===== src/cilc_pkg.sv =====
package cilc_pkg;

  // ----------------------------------------
  // Bus geometry and source count
  // ----------------------------------------
  localparam int unsigned CILC_AW = 16;
  localparam int unsigned CILC_DW = 16;
  localparam int unsigned CILC_NSRC = 3;

  // ----------------------------------------
  // Register offsets
  // ----------------------------------------
  localparam logic [15:0] CILC_OFS_STATUS = 16'h0042;
  localparam logic [15:0] CILC_OFS_CORE = 16'h0044;
  localparam logic [15:0] CILC_OFS_HOLD = 16'h0052;
  localparam logic [15:0] CILC_OFS_CTL1 = 16'h0080;
  localparam logic [15:0] CILC_OFS_CTL2 = 16'h0082;
  localparam logic [15:0] CILC_OFS_ISTAT = 16'h0084;
  localparam logic [15:0] CILC_OFS_IMASK = 16'h0086;
  localparam logic [15:0] CILC_OFS_PRIO = 16'h0088;

  // ----------------------------------------
  // Field positions
  // ----------------------------------------
  localparam int unsigned CILC_ST_DC_BIT = 8;
  localparam int unsigned CILC_ST_LVL_LSB = 5;
  localparam int unsigned CILC_CC_MSB_BIT = 3;
  localparam int unsigned CILC_C1_NEST_BIT = 15;
  localparam int unsigned CILC_C2_ALT_BIT = 15;
  localparam int unsigned CILC_C2_HOLD_BIT = 14;
  localparam int unsigned CILC_PR_STRIDE = 4;

  // ----------------------------------------
  // Reset values and codes
  // ----------------------------------------
  localparam logic [15:0] CILC_REG_RST = 16'h0000;
  localparam logic [2:0] CILC_LVL_RST = 3'h0;
  localparam logic [2:0] CILC_PRIO_RST = 3'h4;
  localparam logic [2:0] CILC_LVL_BLOCK = 3'h7;
  localparam logic [2:0] CILC_PRIO_OFF = 3'h0;

endpackage


===== src/cilc_edge_if.sv =====
`timescale 1ns/1ps
interface cilc_edge_if #(parameter int N = 3);
  logic [N-1:0] edge_sel;
  logic [N-1:0] edge_hit;
  modport det (input edge_sel, output edge_hit);
  modport ctl (output edge_sel, input edge_hit);
endinterface


===== src/cilc_edge.sv =====
`timescale 1ns/1ps
module cilc_edge #(
  parameter int N = 3
) (
  input wire logic clock,
  input wire logic rst,
  input wire logic [N-1:0] pin,
  cilc_edge_if.det eif
);

  // ----------------------------------------
  // Pin synchronisers
  // ----------------------------------------
  logic [N-1:0] sync1_r;
  logic [N-1:0] sync2_r;
  logic [N-1:0] prev_r;
  logic [1:0] warm_r;

  always_ff @(posedge clock or posedge rst)
  begin
    if (rst)
    begin
      sync1_r <= '0;
      sync2_r <= '0;
      prev_r <= '0;
    end
    else
    begin
      sync1_r <= pin;
      sync2_r <= sync1_r;
      prev_r <= sync2_r;
    end
  end

  // ----------------------------------------
  // Polarity-selected edge pulse
  // ----------------------------------------
  // Pipeline holds reset zeros for three edges; a pin that idles high
  // would otherwise look like a rising edge right after reset.
  always_ff @(posedge clock or posedge rst)
  begin
    if (rst)
      warm_r <= 2'h0;
    else if (warm_r != 2'h3)
      warm_r <= warm_r + 2'h1;
  end

  always_ff @(posedge clock or posedge rst)
  begin
    if (rst)
      eif.edge_hit <= '0;
    else if (warm_r != 2'h3)
      eif.edge_hit <= '0;
    else
      eif.edge_hit <= (eif.edge_sel & ~sync2_r & prev_r)
        | (~eif.edge_sel & sync2_r & ~prev_r);
  end

endmodule


===== src/cilc_top.sv =====
`timescale 1ns/1ps
// Overview of operation
// - Priority level lives in status bits 7..5
// - Level code seven blocks every user interrupt
// - Core control bit extends level to four bits
// - Nesting disable makes level field read-only
// - Control two bit 15 picks alternate table
// - Control two bit 14 shows hold active
// - Edge select bits pick falling or rising
// - Reset clears status and core control
// - Unimplemented bits always read as zero
// - Source priority three bits, zero disables
module cilc_top
  import cilc_pkg::*;
(
  input wire logic clock,
  input wire logic rst,
  input wire logic [CILC_AW-1:0] addr,
  input wire logic [CILC_DW-1:0] wdata,
  input wire logic wr_en,
  input wire logic rd_en,
  output logic [CILC_DW-1:0] rdata_r,
  input wire logic ext_irq_zero_pin,
  input wire logic ext_irq_one_pin,
  input wire logic ext_irq_two_pin,
  output logic irq_r,
  output logic accept_req_r,
  output logic [1:0] accept_src_r,
  output logic [2:0] accept_prio_r,
  output logic alternate_vector_select_r,
  output logic [3:0] cpu_level_r
);

  // ----------------------------------------
  // Storage
  // ----------------------------------------
  logic [2:0] cpu_priority_level_r;
  logic cpu_priority_msb_r;
  logic dc_r;
  logic [3:0] alu_flags_r;
  logic nesting_disable_r;
  logic [CILC_NSRC-1:0] edge_sel_r;
  logic [15:0] hold_cnt_r;
  logic [CILC_NSRC-1:0] int_stat_r;
  logic [CILC_NSRC-1:0] int_mask_r;
  logic [CILC_NSRC-1:0][2:0] src_prio_r;
  logic interrupt_hold_active;
  logic [CILC_DW-1:0] rd_nxt;
  logic best_vld;
  logic [1:0] best_src;
  logic [2:0] best_prio;
  logic take_nxt;
  logic [3:0] eff_level;

  cilc_edge_if #(.N(CILC_NSRC)) eif();

  cilc_edge #(
    .N(CILC_NSRC)
  ) u_edge (
    .clock(clock),
    .rst(rst),
    .pin({ext_irq_two_pin, ext_irq_one_pin, ext_irq_zero_pin}),
    .eif(eif)
  );

  assign eif.edge_sel = edge_sel_r;

  // ----------------------------------------
  // Helpers
  // ----------------------------------------
  function automatic logic wr_hit(input logic [15:0] a, input logic [15:0] ofs,
    input logic stb);
    return stb && (a == ofs);
  endfunction

  function automatic logic [3:0] join_level(input logic msb, input logic [2:0] lvl);
    return {msb, lvl};
  endfunction

  assign eff_level = join_level(cpu_priority_msb_r, cpu_priority_level_r);
  assign interrupt_hold_active = (hold_cnt_r != 16'h0000);

  // ----------------------------------------
  // Status register
  // ----------------------------------------
  always_ff @(posedge clock or posedge rst)
  begin
    if (rst)
      cpu_priority_level_r <= CILC_LVL_RST;
    else if (wr_hit(addr, CILC_OFS_STATUS, wr_en) && !nesting_disable_r)
      cpu_priority_level_r <= wdata[CILC_ST_LVL_LSB+:3];
  end

  always_ff @(posedge clock or posedge rst)
  begin
    if (rst)
    begin
      dc_r <= 1'b0;
      alu_flags_r <= 4'h0;
    end
    else if (wr_hit(addr, CILC_OFS_STATUS, wr_en))
    begin
      dc_r <= wdata[CILC_ST_DC_BIT];
      alu_flags_r <= wdata[3:0];
    end
  end

  // ----------------------------------------
  // Core control and control one
  // ----------------------------------------
  always_ff @(posedge clock or posedge rst)
  begin
    if (rst)
      cpu_priority_msb_r <= 1'b0;
    else if (wr_hit(addr, CILC_OFS_CORE, wr_en))
      cpu_priority_msb_r <= wdata[CILC_CC_MSB_BIT];
  end

  always_ff @(posedge clock or posedge rst)
  begin
    if (rst)
      nesting_disable_r <= 1'b0;
    else if (wr_hit(addr, CILC_OFS_CTL1, wr_en))
      nesting_disable_r <= wdata[CILC_C1_NEST_BIT];
  end

  // ----------------------------------------
  // Control two
  // ----------------------------------------
  always_ff @(posedge clock or posedge rst)
  begin
    if (rst)
    begin
      alternate_vector_select_r <= 1'b0;
      edge_sel_r <= '0;
    end
    else if (wr_hit(addr, CILC_OFS_CTL2, wr_en))
    begin
      alternate_vector_select_r <= wdata[CILC_C2_ALT_BIT];
      edge_sel_r <= wdata[CILC_NSRC-1:0];
    end
  end

  // ----------------------------------------
  // Interrupt hold counter
  // ----------------------------------------
  // Software may not rely on the reset value; clearing it keeps the
  // hold flag quiet after reset.
  always_ff @(posedge clock or posedge rst)
  begin
    if (rst)
      hold_cnt_r <= CILC_REG_RST;
    else if (wr_hit(addr, CILC_OFS_HOLD, wr_en))
      hold_cnt_r <= wdata;
    else if (interrupt_hold_active)
      hold_cnt_r <= hold_cnt_r - 16'h0001;
  end

  // ----------------------------------------
  // Sticky edge flags, mask, priorities
  // ----------------------------------------
  // A new edge in the clearing cycle survives the clear.
  always_ff @(posedge clock or posedge rst)
  begin
    if (rst)
      int_stat_r <= '0;
    else if (wr_hit(addr, CILC_OFS_ISTAT, wr_en))
      int_stat_r <= (int_stat_r & ~wdata[CILC_NSRC-1:0]) | eif.edge_hit;
    else
      int_stat_r <= int_stat_r | eif.edge_hit;
  end

  always_ff @(posedge clock or posedge rst)
  begin
    if (rst)
      int_mask_r <= '0;
    else if (wr_hit(addr, CILC_OFS_IMASK, wr_en))
      int_mask_r <= wdata[CILC_NSRC-1:0];
  end

  always_ff @(posedge clock or posedge rst)
  begin
    if (rst)
    begin
      for (int i = 0; i < CILC_NSRC; i++)
        src_prio_r[i] <= CILC_PRIO_RST;
    end
    else if (wr_hit(addr, CILC_OFS_PRIO, wr_en))
    begin
      for (int i = 0; i < CILC_NSRC; i++)
        src_prio_r[i] <= wdata[i*CILC_PR_STRIDE+:3];
    end
  end

  // ----------------------------------------
  // Arbitration
  // ----------------------------------------
  // Strict compare keeps the lowest index on equal priority, and a zero
  // priority can never beat the starting value.
  always_comb
  begin
    best_vld = 1'b0;
    best_src = 2'h0;
    best_prio = CILC_PRIO_OFF;
    for (int i = 0; i < CILC_NSRC; i++)
    begin
      if (int_stat_r[i] && int_mask_r[i] && (src_prio_r[i] > best_prio))
      begin
        best_vld = 1'b1;
        best_src = 2'(i);
        best_prio = src_prio_r[i];
      end
    end
  end

  assign take_nxt = best_vld && ({1'b0, best_prio} > eff_level)
    && (cpu_priority_level_r != CILC_LVL_BLOCK)
    && !interrupt_hold_active;

  always_ff @(posedge clock or posedge rst)
  begin
    if (rst)
    begin
      accept_req_r <= 1'b0;
      accept_src_r <= 2'h0;
      accept_prio_r <= CILC_PRIO_OFF;
    end
    else
    begin
      accept_req_r <= take_nxt;
      accept_src_r <= take_nxt ? best_src : 2'h0;
      accept_prio_r <= take_nxt ? best_prio : CILC_PRIO_OFF;
    end
  end

  always_ff @(posedge clock or posedge rst)
  begin
    if (rst)
    begin
      irq_r <= 1'b0;
      cpu_level_r <= 4'h0;
    end
    else
    begin
      irq_r <= |(int_stat_r & int_mask_r);
      cpu_level_r <= eff_level;
    end
  end

  // ----------------------------------------
  // Read port
  // ----------------------------------------
  always_comb
  begin
    rd_nxt = '0;
    case (addr)
      CILC_OFS_STATUS:
      begin
        rd_nxt[CILC_ST_DC_BIT] = dc_r;
        rd_nxt[CILC_ST_LVL_LSB+:3] = cpu_priority_level_r;
        rd_nxt[3:0] = alu_flags_r;
      end
      CILC_OFS_CORE: rd_nxt[CILC_CC_MSB_BIT] = cpu_priority_msb_r;
      CILC_OFS_HOLD: rd_nxt = hold_cnt_r;
      CILC_OFS_CTL1: rd_nxt[CILC_C1_NEST_BIT] = nesting_disable_r;
      CILC_OFS_CTL2:
      begin
        rd_nxt[CILC_C2_ALT_BIT] = alternate_vector_select_r;
        rd_nxt[CILC_C2_HOLD_BIT] = interrupt_hold_active;
        rd_nxt[CILC_NSRC-1:0] = edge_sel_r;
      end
      CILC_OFS_ISTAT: rd_nxt[CILC_NSRC-1:0] = int_stat_r;
      CILC_OFS_IMASK: rd_nxt[CILC_NSRC-1:0] = int_mask_r;
      CILC_OFS_PRIO:
      begin
        for (int i = 0; i < CILC_NSRC; i++)
          rd_nxt[i*CILC_PR_STRIDE+:3] = src_prio_r[i];
      end
      default: rd_nxt = '0;
    endcase
  end

  always_ff @(posedge clock or posedge rst)
  begin
    if (rst)
      rdata_r <= '0;
    else
      rdata_r <= rd_en ? rd_nxt : '0;
  end
endmodule


===== config.mk =====
export PLATFORM = sky130hd
export DESIGN_NAME = cilc_top
export DESIGN_NICKNAME = d
export VERILOG_FILES = /design/src/cilc_pkg.sv /design/src/cilc_edge_if.sv /design/src/cilc_edge.sv /design/src/cilc_top.sv
export SDC_FILE = /design/constraint.sdc
export NUM_CORES = 1
export LEC_CHECK = 0
export ABC_AREA = 0
export BUFFER_PORTS_ARGS = -buffer_cell sky130_fd_sc_hd__buf_2
export CORE_AREA = 8 8 95 97
export DETAILED_ROUTE_END_ITERATION = 10
export DIE_AREA = 0 0 103 105
export PLACE_DENSITY = 0.87
export RECOVER_POWER = 25
export SYNTH_ARGS = -nofsm -noshare
export SYNTH_HDL_FRONTEND = slang
export SYNTH_SLANG_ARGS = --single-unit

===== constraint.sdc =====
create_clock -name clock -period 7.5 [get_ports clock]
set_clock_uncertainty 0.05 [all_clocks]
set_input_delay 0.375 -clock clock [delete_from_list [all_inputs] [get_ports clock]]
set_output_delay 0.375 -clock clock [all_outputs]
set_load 0.05 [all_outputs]

# Word level (Yosys, flattened, before mapping)
# Cells that the tools add are included.
# classes
muxes	25
n_lt_le_gt_ge	4
reduce_logical	23
bitwise_logic	13
eq_ne	10
add_sub_neg	2
# op_table
operator	n
$eq 16x8->1 const B	5
$eq 16x7->1 const B	3
$mux 16	3
$mux 3	7
$and 3x3->3	6
$logic_and 1x1->1	18
$pmux 3 s6	1
$reduce_bool 16->1	1
$sub 16x1->16 const B	1
$not 3->3	4
$or 3x3->3	3
$pmux 1 s3	3
$gt 3x3->1	2
$pmux 1 s2	3
$pmux 2 s3	1
$gt 3x4->1	1
$mux 1	4
$mux 2	2
$pmux 2 s2	1
$gt 3x1->1 const B	1
$ne 3x3->1 const B	1
$reduce_or 3->1	1
$add 2x1->2 const B	1
$logic_not 1->1	2
other kinds (2)	2
# word_totals
ff_bits	86
word_cells	101

# Longest topological paths before layout
# depth
depth_word	14
ltp_mapped	20

# Modules after synthesis
# Synthesis repeated with hierarchy kept, for this count alone.
# unflattened
hier_cells	379
hier_area_um2	4222.8
# by_module_without_submodules
module	area_each_um2	cells_per_inst	instances	seq_area_each_um2
cilc_top	3746.1	351	1	1805.5
cilc_edge	476.7	28	1	350.3

# Worst setup path before layout
# OpenSTA, ideal clock, no wires.
# synth_path
path_type	register to register
from	register int_stat_r[0]
to	register accept_src_r[0]
arrival_ns	4.324
stages_incl_launch_ff	20
path_slack_ns	3.044
n_path_buf	2
cell_sequence	dfrtp_1 -> nand3_1 -> ha_1 -> nor2b_1 -> o21a_1 -> o2111ai_1 -> mux2_2 -> ha_1 -> nor2b_1 -> o21a_1 -> o21ai_0 -> clkbuf_1 -> nor2_1 -> a21oi_1 -> ha_1 -> a31oi_1 -> nand3_1 -> or3_1 -> buf_6 -> nor3b_2
# synth_via
elab_chain_len	14
word_cells_on_any_way	19
# synth_rtl
element	line_no	source
start, declared	cilc_top.sv:44	logic [CILC_NSRC-1:0] int_stat_r;
start signal, assigned	cilc_top.sv:168	int_stat_r <= (int_stat_r & ~wdata[CILC_NSRC-1:0]) | eif.edge_hit;
start signal, assigned	cilc_top.sv:170	int_stat_r <= int_stat_r | eif.edge_hit;
$logic_and 1x1->1 (*) (2 in series)	cilc_top.sv:207	if (int_stat_r[i] && int_mask_r[i] && (src_prio_r[i] > best_prio))
$mux 3	cilc_top.sv:207	
$gt 3x3->1	cilc_top.sv:207	
$logic_and 1x1->1	cilc_top.sv:207	
$mux 3	cilc_top.sv:207	
$gt 3x3->1	cilc_top.sv:207	
$logic_and 1x1->1	cilc_top.sv:207	
$mux 3	cilc_top.sv:207	
$gt 3x4->1	cilc_top.sv:216	assign take_nxt = best_vld && ({1'b0, best_prio} > eff_level)
$logic_and 1x1->1	cilc_top.sv:216	
$logic_and 1x1->1	cilc_top.sv:217	&& (cpu_priority_level_r != CILC_LVL_BLOCK)
$logic_and 1x1->1	cilc_top.sv:218	&& !interrupt_hold_active;
$mux 2 (*)	cilc_top.sv:231	accept_src_r <= take_nxt ? best_src : 2'h0;
end signal, assigned	cilc_top.sv:231	
end, declared	cilc_top.sv:28	output logic [1:0] accept_src_r,
# Every way passes the cells marked *; elsewhere a longest branch is shown, timed or not.
# A chain may end at the register's enable or synchronous reset.

# Worst setup path after layout
# layout_path
from	register int_stat_r[0]
to	register accept_prio_r[2]
# layout_via
elab_chain_len	14
word_cells_on_any_way	17
# layout_rtl
element	line_no	source
$logic_and 1x1->1 (*) (2 in series)	cilc_top.sv:207	
$mux 3	cilc_top.sv:207	
$gt 3x3->1	cilc_top.sv:207	
$logic_and 1x1->1	cilc_top.sv:207	
$mux 3	cilc_top.sv:207	
$gt 3x3->1	cilc_top.sv:207	
$logic_and 1x1->1	cilc_top.sv:207	
$mux 3	cilc_top.sv:207	
$gt 3x4->1	cilc_top.sv:216	
$logic_and 1x1->1	cilc_top.sv:216	
$logic_and 1x1->1	cilc_top.sv:217	
$logic_and 1x1->1	cilc_top.sv:218	
$mux 3 (*)	cilc_top.sv:232	accept_prio_r <= take_nxt ? best_prio : CILC_PRIO_OFF;
end signal, assigned	cilc_top.sv:232	
end, declared	cilc_top.sv:29	output logic [2:0] accept_prio_r,
# Marked as above.

==> metrics.txt <==
status=complete, but fails checks; failing checks=capacitance limit, slew limit; count leader, synth=dfrtp_1; worst endpoint data arrival time=5.75 ns; Syn. warnings=0; ys async rst share=100%; Placed Area=0.00465 mm²; IO buf count=66; clk_lat worst skew=0.36 ns; ANT nets after route=0; max-cap violations=1; first-pass GRT wire length=16500 µm; worst hold path type=input pin to flip-flop; synthesized area=0.00426 mm²; Setup Buffers After CTS=0; Num Clock Sinks=between 80 and 90; crit path time final=5.53 ns; hold buffer count at cts=0; Placed Instances=527; Top delay family on crit path=compound AO/OA/AOI/OAI gates; post-synthesis sequential area ratio=50.6%; Startpoint Class=flip-flop; Setup-failing EPs final=0; Post-Synthesis Cells=between 300 and 400; Max clock buf depth=2; Non-Filler Instances=543; Yosys top cell area share=48.7%; Row Count=32; DR DRC count=0; Critical Path Max Stage Delay=0.96 ns; htree depth=3; syn nets=420; cell mode on critical path=ha_1; vias in the first global route=3241; final hold violation count=0; Place WS=2.08 ns; dominant cells by area after synthesis=dfrtp_1 49%, mux2_2 7.4%, ha_1 3.2%; core outline area=0.00753 mm²; RSZ-0062 raised after global routing=no; Initial Util=a little under three fifths; grt total ovfl=0; CP endpoint kind=flip-flop; via count=3266; CTS tree=done; Root Driver=clkbuf_8; VDD IR max=0.0887 mV; required time of the worst setup path=7.72 ns; fin. max-slew vios=87; Mapped Avg Cell Area=11.5 µm²; Setup TNS Final=0 ns; dominant synthesized flop cell=dfrtp_1; CP Class=flip-flop to flip-flop; full die area=0.0108 mm²; Max Fclk=181 MHz; final worst setup slack=1.97 ns; Nets=486; worst rel slew slack=-193%; number of synthesized register bits=86; Die X=103 µm; # diodes=0; Die H=105 µm; clock buffer count from CTS=9; Post-CTS Resized=0; crit-path cells=nand3_1 -> ha_1 -> nor2b_1 -> o21a_1 -> o2111ai_1 -> mux2_2 -> ha_1 -> nor2b_1 -> o21a_1 -> o21ai_0 -> nor2_1 -> a21oi_1 -> ha_1 -> a31oi_1 -> nand3_1 -> or3_1 -> a211oi_2; post-layout util=64.7%; drt pass-1 iters=5; DR WL/cell=18.6 µm; Post-synth EDFFs=0; area grow syn2layout=14.2%; DP Wirelength=7520 µm; fin area=~0.0049 mm²; Pleak=2.27 nW; Final Wtd Congestion=0.892; Detailed Route WL=10100 µm; crit share post-route=73.7%; Worst-path clk slew=0.08 ns; largest net degree at the start of global routing=87; dominant cell type by area after synthesis=dfrtp_1; boundary pin count=67; CP max stage cell=o21ai_0; count of cell types in the netlist=between 50 and 60; drt via density=6.01; Slew @ Worst Pin=between 4 and 5 ns; gr usage total=19.7%; DRT iter0 DRCs=roughly 370; Buf/Inv on CP=0; P per Cell Area=185 mW/mm²; CP max FO=12; initial antenna violation count=0; synth cell count leaders=83 x dfrtp_1, 28 x mux2_2, 24 x nor2_1, 20 x nand2_1, 19 x a21oi_1; layout cells sized above 1=a little under a third
[per-layer routing]
metal / global-route usage [%] / wire (µm) / share of wire [%]
met1: 24.2 / 3960 / 39
met2: 31.4 / 5050 / 50
met3: 4.25 / 691 / 6.9
met4: 11.0 / 374 / 3.7
met5: 0 / 0 / 0
[stage by stage]
stage	hold slack, ns	total power [mW]
2_1_floorplan	0.281	0.527
3_3_place_gp	0.282	0.551
3_5_place_dp	0.289	0.554
4_1_cts	0.0544	0.904
5_1_grt	0.0574	0.932
6_report	0.0639	0.899
[sequential cells by signal, indices dropped and copies added (netlist names), 2 cells and up]
signal and count:
src_prio_r 9, u_edge.sync2_r 3, cpu_level_r 4, rdata_r 16, int_stat_r 3, edge_sel_r 3, accept_src_r 2, hold_cnt_r 16
int_mask_r 3, u_edge.sync1_r 3, cpu_priority_level_r 3, u_edge.prev_r 3, u_edge.warm_r 2, accept_prio_r 3, alu_flags_r 4, u_edge.eif.edge_hit 3
[worst paths after layout]
kind / from / to / slack, ns / cells past startpoint
setup / recovery: int_stat_r[0]$_DFF_PP0_ / accept_prio_r[2]$_DFF_PP0_ / 1.97 / 17
hold / removal: ext_irq_zero_pin / u_edge.sync1_r[0]$_DFF_PP0_ / 0.06 / 1
setup reg to reg: int_stat_r[0]$_DFF_PP0_ / accept_prio_r[2]$_DFF_PP0_ / 1.97 / 17
hold reg to reg: u_edge.sync1_r[2]$_DFF_PP0_ / u_edge.sync2_r[2]$_DFF_PP0_ / 0.30 / 0
max in group asynchronous: rst / hold_cnt_r[0]$_DFFE_PP0P_ / 3.26 / 3
min in group asynchronous: rst / irq_r$_DFF_PP0_ / 1.72 / 3
[logic make-up (layout without fill, tap and decap cells)]
logic type / Yosys count / in the layout / synth area share, %
adders and majority gates: 11 / 11 / 3.23
and+or+nand+nor: 131 / 131 / 18.9
muxes: 47 / 47 / 12.9
buffers and inverters: 24 / 95 / 2.79
DFF: 86 / 86 / 50.6
AOI/OAI and AO/OA: 65 / 65 / 10.3
xor gates and xnor gates: 6 / 6 / 1.23
[power breakdown]
part | switching, mW | leakage (nW) | total, mW | internal (mW)
logic | 0.0353 | 1.06 | 0.0597 | 0.0244
registers | 0.0115 | 1.10 | 0.485 | 0.474
clock network | 0.157 | 0.107 | 0.354 | 0.196
total | 0.204 | 2.27 | 0.899 | 0.695
[layout make-up]
type,count,area [µm²]
Multi-Input combinational cell,260,1990
Clock inverter,4,72.6
Tap cell,102,128
Fill cell,596,2660
Sequential cell,86,2160
Clock buffer,12,145
Timing Repair Buffer,67,334
Inverter,12,46.3
[cells in the final DEF, fill, tap and decap left out, types with 11 or more instances in the layout]
master   count
a21oi_1     19
inv_1       11
nand2_1     20
buf_2       66
nor2b_1     14
nor2_1      24
mux2_2      28
ha_1        11
dfrtp_1     83
(Power assumes the default switching activity.)
